--- src/core/gosc_pkg.sv ---
// Constants and carrier types for the global output and receive sync control.
// Assumes a single 250 MHz clock that also serves as the receive clock.
package gosc_pkg;
  // Register indices; the byte address is four times the index.
  localparam logic [5:0] IDX_COUNT_LOW = 6'h05;
  localparam logic [5:0] IDX_COUNT_HIGH = 6'h06;
  localparam logic [5:0] IDX_SYNC_SETUP = 6'h07;
  localparam logic [5:0] IDX_SOURCE_SELECT = 6'h08;
  localparam logic [5:0] IDX_DRIVE = 6'h23;
  localparam logic [5:0] IDX_ONESHOT = 6'h24;
  localparam logic [5:0] IDX_MASK_COMPOSITE = 6'h29;
  localparam logic [5:0] IDX_MASK_METERS_A = 6'h2a;
  localparam logic [5:0] IDX_MASK_METERS_B = 6'h2b;
  localparam logic [5:0] IDX_MASK_CIC = 6'h2c;
  // Field positions.
  localparam int POS_TIMER_SSEL = 8;
  localparam int POS_WIDTH = 0;
  localparam int POS_FIFO_SSEL = 12;
  localparam int POS_TX_ONESHOT = 15;
  localparam int POS_RX_ONESHOT = 7;
  localparam int POS_MASK_COMPOSITE = 12;
  localparam int POS_MASK_TX_METER = 4;
  localparam int POS_MASK_RX_MSB = 0;
  localparam int POS_MASK_RX_LSB = 8;
  localparam int POS_MASK_CIC = 0;
  localparam int SLICES = 4;
  localparam int POS_SLICE0 = 4;
  // Reset values.
  localparam logic [15:0] RST_COUNT = 16'hffff;
  localparam logic [10:0] RST_DRIVE = 11'h7ff;
  localparam logic [2:0] RST_FIFO_SSEL = 3'h6;
  localparam logic [2:0] RST_TIMER_SSEL = 3'h0;
  localparam logic [7:0] RST_WIDTH = 8'h00;
  // Sync source codes that this block fills in itself.
  localparam logic [2:0] SSEL_ONESHOT = 3'h1;
  localparam logic [2:0] SSEL_TIMER = 3'h2;

  typedef struct packed {
    logic port_a_oe_n;
    logic transmit_iq_flag_oe_n;
    logic tx_clock_oe_n;
    logic port_b_oe_n;
    logic port_c_oe_n;
    logic test_clock_oe_n;
    logic test_iq_flag_oe_n;
    logic test_sync_oe_n;
    logic port_d_oe_n;
    logic [SLICES-1:0] slice_sync_oe_n;
    logic tx_sync_out_oe_n;
    logic rx_sync_out_oe_n;
  } gosc_drive_t;

  typedef struct packed {
    logic [3:0] composite_meter;
    logic [11:0] tx_meter;
    logic [11:0] rx_meter;
    logic [11:0] tx_cic;
  } gosc_irq_src_t;
endpackage : gosc_pkg

--- src/core/gosc_ctrl.sv ---
// Register bank for output drive enables, one-shot syncs, interrupt masks,
// the shared receive interval timer and receive sync source selection.
// Assumes an Avalon-MM master with byte addresses and a single clock.
//
// The implementer's own choice: the Avalon-MM interface to the registers.
module gosc_ctrl (
  // Clock and reset.
  input wire logic clk_in,
  input wire logic reset_in,
  // Avalon-MM slave.
  input wire logic [7:0] address_in,
  input wire logic read_in,
  input wire logic write_in,
  input wire logic [3:0] byteenable_in,
  input wire logic [31:0] writedata_in,
  output logic [31:0] readdata_out,
  output logic waitrequest_out,
  // Receive sync sources, indexed by selection code.
  input wire logic [7:0] rx_sync_sources_in,
  // Interrupt source events.
  input wire gosc_pkg::gosc_irq_src_t irq_events_in,
  // Pin drive enables, low while the pins are driven.
  output gosc_pkg::gosc_drive_t drive_oe_n_out,
  // Sync pulses.
  output logic tx_oneshot_out,
  output logic rx_oneshot_out,
  output logic timer_sync_out,
  output logic fifo_pointer_reset_out,
  // Interrupt source indications.
  output gosc_pkg::gosc_irq_src_t irq_sources_out,
  output logic irq_request_out
);

  typedef struct packed {
    logic ack;
    logic [31:0] rdata;
    logic [15:0] count_low;
    logic [15:0] count_high;
    logic [2:0] timer_ssel;
    logic [7:0] width;
    logic [2:0] fifo_ssel;
    logic [10:0] drive;
    logic tx_shot_bit;
    logic rx_shot_bit;
    logic tx_pulse;
    logic rx_pulse;
    logic [3:0] mask_composite;
    logic [11:0] mask_tx_meter;
    logic [11:0] mask_rx_meter;
    logic [11:0] mask_cic;
    logic [31:0] timer;
    logic [8:0] pulse_left;
    logic timer_sync;
    logic fifo_sync;
    gosc_pkg::gosc_irq_src_t sources;
  } gosc_state_t;

  gosc_state_t state;
  gosc_state_t next_state;

  logic request;
  logic take;
  logic word_ok;
  logic [5:0] index;
  logic [15:0] wdata;
  logic [15:0] rword;
  logic [7:0] sources;
  logic restart;
  logic reach;
  gosc_pkg::gosc_irq_src_t masks;

  assign request = read_in | write_in;
  // One wait state gives the read data a full cycle to settle.
  assign waitrequest_out = request & ~state.ack;
  assign take = request & state.ack;
  assign word_ok = address_in[1:0] == 2'b00;
  assign index = address_in[7:2];

  // Only the low half of the word holds register bits.
  always_comb begin
    wdata = rword;
    if (byteenable_in[0]) begin
      wdata[7:0] = writedata_in[7:0];
    end
    if (byteenable_in[1]) begin
      wdata[15:8] = writedata_in[15:8];
    end
  end

  always_comb begin
    rword = 16'h0000;
    if (word_ok) begin
      unique case (index)
        gosc_pkg::IDX_COUNT_LOW: begin
          rword = state.count_low;
        end
        gosc_pkg::IDX_COUNT_HIGH: begin
          rword = state.count_high;
        end
        gosc_pkg::IDX_SYNC_SETUP: begin
          rword[gosc_pkg::POS_TIMER_SSEL +: 3] = state.timer_ssel;
          rword[gosc_pkg::POS_WIDTH +: 8] = state.width;
        end
        gosc_pkg::IDX_SOURCE_SELECT: begin
          rword[gosc_pkg::POS_FIFO_SSEL +: 3] = state.fifo_ssel;
        end
        gosc_pkg::IDX_DRIVE: begin
          rword[10:0] = state.drive;
        end
        gosc_pkg::IDX_ONESHOT: begin
          rword[gosc_pkg::POS_TX_ONESHOT] = state.tx_shot_bit;
          rword[gosc_pkg::POS_RX_ONESHOT] = state.rx_shot_bit;
        end
        gosc_pkg::IDX_MASK_COMPOSITE: begin
          rword[gosc_pkg::POS_MASK_COMPOSITE +: 4] = state.mask_composite;
        end
        gosc_pkg::IDX_MASK_METERS_A: begin
          rword[gosc_pkg::POS_MASK_TX_METER +: 12] = state.mask_tx_meter;
          rword[gosc_pkg::POS_MASK_RX_MSB +: 4] = state.mask_rx_meter[11:8];
        end
        gosc_pkg::IDX_MASK_METERS_B: begin
          rword[gosc_pkg::POS_MASK_RX_LSB +: 8] = state.mask_rx_meter[7:0];
        end
        gosc_pkg::IDX_MASK_CIC: begin
          rword[gosc_pkg::POS_MASK_CIC +: 12] = state.mask_cic;
        end
        default: begin
          rword = 16'h0000;
        end
      endcase
    end
  end

  // The one-shot and timer codes are produced here; other codes come in.
  always_comb begin
    sources = rx_sync_sources_in;
    sources[gosc_pkg::SSEL_ONESHOT] = state.rx_pulse;
    sources[gosc_pkg::SSEL_TIMER] = state.timer_sync;
  end

  // Selecting the timer as its own restart would hold it at zero for as long as its sync pulse stays high.
  assign restart = sources[state.timer_ssel]
    & (state.timer_ssel != gosc_pkg::SSEL_TIMER);
  assign reach = state.timer == {state.count_high, state.count_low};

  assign masks = '{
    composite_meter: state.mask_composite,
    tx_meter: state.mask_tx_meter,
    rx_meter: state.mask_rx_meter,
    tx_cic: state.mask_cic
  };

  always_comb begin
    next_state = state;
    next_state.ack = request & ~state.ack;
    if (request & ~state.ack) begin
      next_state.rdata = {16'h0000, rword};
    end
    next_state.tx_pulse = 1'b0;
    next_state.rx_pulse = 1'b0;
    if (take & write_in & word_ok) begin
      unique case (index)
        gosc_pkg::IDX_COUNT_LOW: begin
          next_state.count_low = wdata;
        end
        gosc_pkg::IDX_COUNT_HIGH: begin
          next_state.count_high = wdata;
        end
        gosc_pkg::IDX_SYNC_SETUP: begin
          next_state.timer_ssel = wdata[gosc_pkg::POS_TIMER_SSEL +: 3];
          next_state.width = wdata[gosc_pkg::POS_WIDTH +: 8];
        end
        gosc_pkg::IDX_SOURCE_SELECT: begin
          next_state.fifo_ssel = wdata[gosc_pkg::POS_FIFO_SSEL +: 3];
        end
        gosc_pkg::IDX_DRIVE: begin
          next_state.drive = wdata[10:0];
        end
        gosc_pkg::IDX_ONESHOT: begin
          next_state.tx_shot_bit = wdata[gosc_pkg::POS_TX_ONESHOT];
          next_state.rx_shot_bit = wdata[gosc_pkg::POS_RX_ONESHOT];
          // Only a zero-to-one change fires; rewriting a one does nothing.
          next_state.tx_pulse = wdata[gosc_pkg::POS_TX_ONESHOT]
            & ~state.tx_shot_bit;
          next_state.rx_pulse = wdata[gosc_pkg::POS_RX_ONESHOT]
            & ~state.rx_shot_bit;
        end
        gosc_pkg::IDX_MASK_COMPOSITE: begin
          next_state.mask_composite =
            wdata[gosc_pkg::POS_MASK_COMPOSITE +: 4];
        end
        gosc_pkg::IDX_MASK_METERS_A: begin
          next_state.mask_tx_meter =
            wdata[gosc_pkg::POS_MASK_TX_METER +: 12];
          next_state.mask_rx_meter[11:8] =
            wdata[gosc_pkg::POS_MASK_RX_MSB +: 4];
        end
        gosc_pkg::IDX_MASK_METERS_B: begin
          next_state.mask_rx_meter[7:0] =
            wdata[gosc_pkg::POS_MASK_RX_LSB +: 8];
        end
        gosc_pkg::IDX_MASK_CIC: begin
          next_state.mask_cic = wdata[gosc_pkg::POS_MASK_CIC +: 12];
        end
        default: begin
          next_state.ack = 1'b0;
        end
      endcase
    end
    // Interval timer: one step per clock, back to zero at the count.
    next_state.timer = state.timer + 32'h0000_0001;
    if (state.pulse_left != 9'h000) begin
      next_state.pulse_left = state.pulse_left - 9'h001;
    end
    if (restart) begin
      next_state.timer = 32'h0000_0000;
    end else if (reach) begin
      next_state.timer = 32'h0000_0000;
      next_state.pulse_left = {1'b0, state.width} + 9'h001;
    end
    next_state.timer_sync = next_state.pulse_left != 9'h000;
    next_state.fifo_sync = sources[state.fifo_ssel];
    next_state.sources = irq_events_in & masks;
  end

  always_ff @(posedge clk_in) begin
    if (reset_in) begin
      state <= '0;
      state.count_low <= gosc_pkg::RST_COUNT;
      state.count_high <= gosc_pkg::RST_COUNT;
      state.timer_ssel <= gosc_pkg::RST_TIMER_SSEL;
      state.width <= gosc_pkg::RST_WIDTH;
      state.fifo_ssel <= gosc_pkg::RST_FIFO_SSEL;
      state.drive <= gosc_pkg::RST_DRIVE;
    end else begin
      state <= next_state;
    end
  end

  // Each slice's sync pin has its own enable bit; slice 0's also drives both sync outputs.
  for (genvar s = 0; s < gosc_pkg::SLICES; s++) begin : g_slice
    assign drive_oe_n_out.slice_sync_oe_n[s] =
      state.drive[gosc_pkg::POS_SLICE0 + s];
  end

  assign drive_oe_n_out.tx_sync_out_oe_n = state.drive[4];
  assign drive_oe_n_out.rx_sync_out_oe_n = state.drive[4];
  assign drive_oe_n_out.port_d_oe_n = state.drive[3];
  assign drive_oe_n_out.port_c_oe_n = state.drive[2];
  assign drive_oe_n_out.test_clock_oe_n = state.drive[2];
  assign drive_oe_n_out.test_iq_flag_oe_n = state.drive[2];
  assign drive_oe_n_out.test_sync_oe_n = state.drive[2];
  assign drive_oe_n_out.port_b_oe_n = state.drive[1];
  assign drive_oe_n_out.port_a_oe_n = state.drive[0];
  assign drive_oe_n_out.transmit_iq_flag_oe_n = state.drive[0];
  assign drive_oe_n_out.tx_clock_oe_n = state.drive[0];

  assign readdata_out = state.rdata;
  assign tx_oneshot_out = state.tx_pulse;
  assign rx_oneshot_out = state.rx_pulse;
  assign timer_sync_out = state.timer_sync;
  assign fifo_pointer_reset_out = state.fifo_sync;
  assign irq_sources_out = state.sources;
  assign irq_request_out = |state.sources;

endmodule : gosc_ctrl

--- config.mk ---
export PLATFORM = sky130hd
export DESIGN_NAME = gosc_ctrl
export DESIGN_NICKNAME = d
export VERILOG_FILES = /design/src/core/gosc_pkg.sv /design/src/core/gosc_ctrl.sv
export SDC_FILE = /design/constraint.sdc
export NUM_CORES = 1
export LEC_CHECK = 0
export ABC_CLOCK_PERIOD_IN_PS = 3300
export BUFFER_PORTS_ARGS = -buffer_cell sky130_fd_sc_hd__buf_2
export CAP_MARGIN = 20
export CELL_PAD_IN_SITES_DETAIL_PLACEMENT = 1
export CELL_PAD_IN_SITES_GLOBAL_PLACEMENT = 1
export CORE_ASPECT_RATIO = 1.5
export CORE_MARGIN = 1
export CORE_UTILIZATION = 41
export CTS_CLUSTER_DIAMETER = 30
export CTS_CLUSTER_SIZE = 8
export DETAILED_ROUTE_END_ITERATION = 8
export PLACE_DENSITY = 0.83
export SLEW_MARGIN = 5
export SYNTH_ARGS = -nofsm -noshare
export SYNTH_HDL_FRONTEND = slang
export SYNTH_SLANG_ARGS = --single-unit
--- constraint.sdc ---
create_clock -name clk_in -period 3.3 [get_ports clk_in]
set_clock_uncertainty 0.1 [all_clocks]
set_input_delay 0.66 -clock clk_in [delete_from_list [all_inputs] [get_ports clk_in]]
set_output_delay 0.66 -clock clk_in [all_outputs]
set_load 0.02 [all_outputs]
==> key figures, run 1 <==
Die
  – Die W: 127 um
  – DIE HEIGHT: about 190 um
  – Row cnt: approximately 70
  – # IOs: 189
  – Core region area: 23100 um2
  – Starting Density: 41.7%
  – Die ar.: 24100 um2

Timing
  – Setup violators final: 0
  – Tightest Pin Transition: 836 ps
  – Part of the cycle the worst path needs: 89.6%
  – RSZ-0062 raised after global routing: no
  – Slew HR: 43.7%
  – Post-layout minimum cycle time: just under 3000 ps
  – Max Clk Rate: 338 MHz
  – Max-slew violation count: 0
  – Final Hold Viols: 0
  – Setup tns final: 0 ps

Synth
  – FFs w/ async S/R, synth: 0%
  – Cell variety after synth: 60
  – Synth warn: 0
  – Post-synth EDFFs: 0
  – Syn Inst Count: 1108
  – Post-Syn Area per Cell: ~8.7 um2
  – Most common flop cell mapped by yosys: dfxtp_1
  – Yosys reg bits: roughly 200
  – Syn Std Cell Area: 9620 um2
  – Sequential share of the synthesized area: a little over two fifths

Worst setup path
  – Worst R2R Setup Slack: 700 ps
  – Critical path class: flop to output pin
  – CP bufs+invs: 1
  – CP max stage cell: nor4_1
  – Worst EP arrival: between 2000 and 2500 ps
  – CP Data Required Time: 2540 ps
  – CP startpoint kind: flop
  – Slowest Stage Delay on Critical Path: 630 ps
  – Delay-heaviest family, CP: simple AND/OR/NAND/NOR gates
  – CP max FO: 2
  – CP Cell Sequence: nor4_1, nand4_1, or3_1, buf_2
  – Critical path capture point type: output pin

Final layout
  – Layout cells sized above 1: 24.0%
  – Filler instances: between 2000 and 3000
  – Final core occ: between 40% and 50%
  – Diode count: 0
  – Commonest non-fill, non-tap cell in the layout: dfxtp_1
  – Multi-input logic area: between 4000 and 5000 um2
  – Most frequent cells in the layout: dfxtp_1, buf_2, nor2_1, a21oi_1, nand2_1
  – P&R area growth vs syn: 18.1%
  – Nets: ~1300
  – Post-route insts no fill: roughly 1500
  – FF+latch area: 4020 um2

Detailed routing
  – Average wire per standard cell: 21.7 um
  – Initial DRT Pass Iterations: 6
  – DRC viols: 0
  – Final WL: 33200 um
  – 1st-iter DRT viols: 562
  – Vias: 8844
  – Vias per Instance: a little under 6
  – Final antenna-violating net count: 0

Pwr
  – Max VDD drop: roughly 0.3 mV
  – LEAKAGE: between 4 and 5 nW
  – Power density over the cells: 600 nW/um2
  – Total power draw: 0.00682 W

Placed design
  – Post-DP HPWL: 22800 um
  – DP Cell Count: 1471
  – Routability Congestion: 0.882
  – Number of buffer cells added on primary ports: 152

Min path
  – Min-delay worst type: input port to flop

GRT
  – First-pass GRT wire length: 50700 um
  – Initial antenna violation count: 0
  – Grt met3 use: 4.16%
  – Vias in the first global route: around 9300
  – Met1 GRT Util: 26.2%
  – GR Layer Usage met2: between 50% and 60%
  – Busiest grt layer: met2
  – Overall Global Routing Usage: 27.1%
  – GR Overflow Total: 0
  – Largest net degree at the start of global routing: 79

Clocking
  – CTS Buffer Depth: 3
  – Root Driver: clkbuf_16
  – Post-CTS sizing: 0
  – Postcts setup bufs: 0
  – Clk sink count: between 200 and 250
  – Clk_lat worst skew: between 500 and 600 ps
  – CTS Buf Count: 36
  – Hold-fix buffers at CTS: 0
  – CTS tree: done
  – H-tree depth: 2
  – CTS clk-pin slew, worst paths: around 50 ps

Status
  – Status: finished, final reports clean

Job
  – Max Cap Viol: 0
## kinds of logic (layout without fill, tap and decap cells)
family	after synthesis	in the layout	share of synthesized area, %
and+or+nand+nor	402	402	21.2
AOI/OAI and AO/OA	219	219	15.4
DFF	201	201	41.8
buffers and inverters	176	263	10.5
xor gates and xnor gates	74	74	6.73
muxes	32	32	3.98
adders and majority gates	3	3	0.390
other	1	16	0.0390
## where the power goes
part	total, W	internal (W)	switching [W]	leakage [nW]
clock network	0.00350	0.00226	0.00124	0.545
registers	0.00255	0.00248	0.0000699	1.62
logic	0.000775	0.000321	0.000454	2.51
total	0.00682	0.00506	0.00176	4.68
## stage by stage
| step | hold slack, ps | cell area (um2) | worst slack (ps) |
|---|---|---|---|
| 4_1_cts | 278 | 11400 | 284 |
| 5_1_grt | 287 | 11400 | 289 |
| 3_3_place_gp | 343 | 10200 | 364 |
| 3_5_place_dp | 364 | 10200 | 252 |
| 2_1_floorplan | 322 | 9680 | 585 |
| 6_report | 281 | 11400 | 343 |
## flip-flops by register name, indices dropped and copies added (netlist names)
| name | flops |
|---|---|
| readdata_out | 16 |
| masks | 40 |
| tx_oneshot_out | 1 |
| timer_sync_out | 1 |
| drive_oe_n_out | 8 |
| fifo_pointer_reset_out | 1 |
| rx_oneshot_out | 1 |
| irq_sources_out | 40 |
| state | 93 |
## worst paths after layout
path / start / end / cells after the start
worst max-delay path: irq_sources_out[31] / irq_request_out / 4
worst min-delay path: irq_events_in[31] / irq_sources_out[31] / 2
worst max register to register: state[54] / timer_sync_out / 6
worst min register to register: readdata_out[11] / readdata_out[11] / 2
## layer usage
metal  share of wire, %  routed length [um]
met1                 35               11500
met2                 52               17400
met5                  0                   0
met3                4.8                1610
met4                8.1                2680
## synth_stat cells (5+ instances only)
cell	count	area (um2)
a22o_1	20	175
o21ai_0	15	75.1
clkbuf_1	62	233
a31oi_1	8	50.1
buf_4	87	653
nor2_1	134	503
a21oi_1	65	325
o22ai_1	5	31.3
and2_1	5	31.3
nand3_1	23	115
dfxtp_1	201	4020
a222oi_1	7	70.1
nand2_1	59	221
xnor2_1	23	201
mux2i_1	9	90.1
or3b_2	5	43.8
nor4_1	27	169
o211ai_1	24	180
inv_1	10	37.5
a211oi_1	57	428
buf_2	11	55.1
nand3b_1	5	37.5
nor3_1	38	190
mux2_2	20	225
xor2_1	51	447
and3_1	56	350
nand4_1	15	93.8
## layout make-up
type	count	area share, %
well taps	315	3.47
clock inverters	13	1.57
flip-flops and latches	201	35.4
inverters	10	0.330
repair buffers	199	10.0
clock buffers	41	8.27
multi-input cells	746	41.0
Note: power is estimated with default switching activity, not from simulation.
==> inputs of run 2 (changes only) <==
BUFFER_PORTS_ARGS = -buffer_cell sky130_fd_sc_hd__clkbuf_2   (was -buffer_cell sky130_fd_sc_hd__buf_2)
==> key figures, run 2 (synthesized netlist as in run 1, its figures left out) <==
Final layout
  – P&R area growth vs syn: 17.7%
  – Commonest non-fill, non-tap cell in the layout: dfxtp_1
  – Nets: 1284 (-0.70%)
  – Diode count: 0 (unchanged)
  – Post-route insts no fill: 1518 (-0.46%)
  – Most frequent cells in the layout: dfxtp_1, clkbuf_2, nor2_1, a21oi_1, nand2_1
  – Final core occ: 49.1% (-0.20 points)
  – Number of flip-flops in the largest register: 93 (unchanged)
  – Top reg by flops: state
  – Final instance area: 11300 um2 (-0.40%)
  – Layout cells sized above 1: 23.8% (-0.28 points)
  – Filler instances: 2725 (+0.81%)

Die
  – Row cnt: 68 (unchanged)
  – Die W: 127 um (unchanged)
  – Starting Density: 41.7% (unchanged)
  – # IOs: 189 (unchanged)
  – Core region area: 23100 um2 (unchanged)
  – DIE HEIGHT: 190 um (unchanged)
  – Die ar.: 24100 um2 (unchanged)

Detailed routing
  – Final WL: 32200 um (-2.9%)
  – Final antenna-violating net count: 0 (unchanged)
  – DRC viols: 0 (unchanged)
  – Vias per Instance: 5.75 (-0.82%)
  – 1st-iter DRT viols: 582 (+3.6%)
  – Vias: 8731 (-1.3%)
  – Average wire per standard cell: 21.2 um (-2.5%)
  – Initial DRT Pass Iterations: 6 (unchanged)

Clocking
  – Clk sink count: 201 (unchanged)
  – Clk_lat worst skew: 510 ps (about the same)
  – CTS tree: done
  – Root Driver: clkbuf_16
  – Hold-fix buffers at CTS: 0 (unchanged)
  – H-tree depth: 2 (unchanged)
  – Postcts setup bufs: 0 (unchanged)
  – CTS Buf Count: 37 (+2.8%)
  – CTS clk-pin slew, worst paths: 40 ps (about the same)
  – CTS Buffer Depth: 3 (unchanged)
  – Post-CTS sizing: 0 (unchanged)

Worst setup path
  – CP startpoint kind: flop
  – Worst R2R Setup Slack: 570 ps (-130 ps)
  – Critical path capture point type: output pin
  – Critical path class: flop to output pin
  – Worst reg2reg path endpoint: timer_sync_out
  – CP Data Required Time: 2540 ps (about the same)
  – Worst EP arrival: 2100 ps (-100 ps)
  – CP max FO: 2 (unchanged)
  – Worst R2R Start: state[55]
  – Reg2reg path depth: 6 (unchanged)

Pwr
  – Sequential fraction of design power: 37.3% (about the same)
  – LEAKAGE: 4.63 nW (-1.1%)
  – Power density over the cells: 602 nW/um2 (+0.43%)
  – Total net switching power: 0.00176 W (-0.26%)
  – Total power draw: 0.00682 W (about the same)
  – Internal: 0.00507 W (+0.13%)
  – Combinational Power Share: 11.3% (about the same)
  – Switching part of the total power: 25.8% (-0.074 points)
  – Max VDD drop: 0.292 mV (-2.8%)
  – Clock power share: 51.4% (about the same)

Placed design
  – Post-DP HPWL: 22800 um (+0.17%)
  – Placed Instance Area: 10200 um2 (-0.71%)
  – Routability Congestion: 0.921 (+4.4%)
  – Number of buffer cells added on primary ports: 152 (unchanged)
  – DP Cell Count: 1461 (-0.68%)

Timing
  – RSZ-0062 raised after global routing: no
  – Slew HR: 37.5% (-6.2 points)
  – Setup violators final: 0 (unchanged)
  – Tightest Pin Transition: 928 ps (+91.9 ps)
  – Max-slew violation count: 0 (unchanged)
  – Final Hold Viols: 0 (unchanged)
  – Max Clk Rate: 350 MHz (+3.5%)
  – Post-layout minimum cycle time: 2860 ps (-100 ps)
  – Setup tns final: 0 ps (unchanged)
  – Part of the cycle the worst path needs: 86.6% (-3.0 points)

GRT
  – GR Overflow Total: 0 (unchanged)
  – Vias in the first global route: 9237 (-0.85%)
  – Largest net degree at the start of global routing: 51 (-35%)
  – Overall Global Routing Usage: 26.8% (-0.36 points)
  – Initial antenna violation count: 0 (unchanged)
  – First-pass GRT wire length: 50200 um (-0.88%)

Min path
  – HP Start: irq_events_in[31]
  – Hold-critical path depth: 2 (unchanged)
  – Min-delay worst type: input port to flop
  – WHS Endpoint: irq_sources_out[31]

Job
  – Max Cap Viol: 0 (unchanged)

Status
  – Status: finished, final reports clean
run 2: cell type report:
cell class	instances	area, um2	share of cell area, %
Multi-Input combinational cell	746	4660	41.1
Sequential cell	201	4020	35.5
Timing Repair Buffer	189	1070	9.41
Clock buffer	42	985	8.70
Tap cell	315	394	3.48
Clock inverter	15	161	1.43
Inverter	10	37.5	0.331
run 2: worst max path at each step:
stage / from / end / slack, ps / cells past startpoint
floorplan: address_in[3] / masks[33] / 580 / 8
global placement: address_in[3] / masks[33] / 320 / 8
detailed placement: address_in[3] / drive_oe_n_out[12] / 210 / 8
CTS: irq_sources_out[1] / irq_request_out / 400 / 4
global route: irq_sources_out[1] / irq_request_out / 400 / 4
finish: irq_sources_out[31] / irq_request_out / 440 / 4
run 2: metrics by stage:
| step | hold WS [ps] | setup WS (ps) |
|---|---|---|
| 3_3_place_gp | 345 | 318 |
| 2_1_floorplan | 322 | 585 |
| 6_report | 285 | 443 |
| 4_1_cts | 279 | 395 |
| 3_5_place_dp | 356 | 214 |
| 5_1_grt | 288 | 401 |
run 2: power groups by stage:
stage               Sequential [W]  Clock, W  Combinational, W
floorplan                  0.00255         0          0.000591
global placement           0.00259         0          0.000731
detailed placement         0.00259         0          0.000759
CTS                        0.00254   0.00355          0.000765
global route               0.00255   0.00366          0.000843
finish                     0.00255   0.00351          0.000768
run 2: metal layers:
metal  global-route usage, %  wire length (um)  up-vias  share of wire, %
met5                       0                 0        -                 0
met4                    20.8              2490        0               7.7
met3                    3.85              1450      131               4.5
met2                    50.3             17000      339                53
met1                    26.1             11300     4256                35
li1                        -                 -     4005                 -
run 2: critical path, stage by stage (launching register included):
cell and delay (ps):
dfxtp_1 300, nor4_1 580, nand4_1 170, or3_1 390, clkbuf_2 160
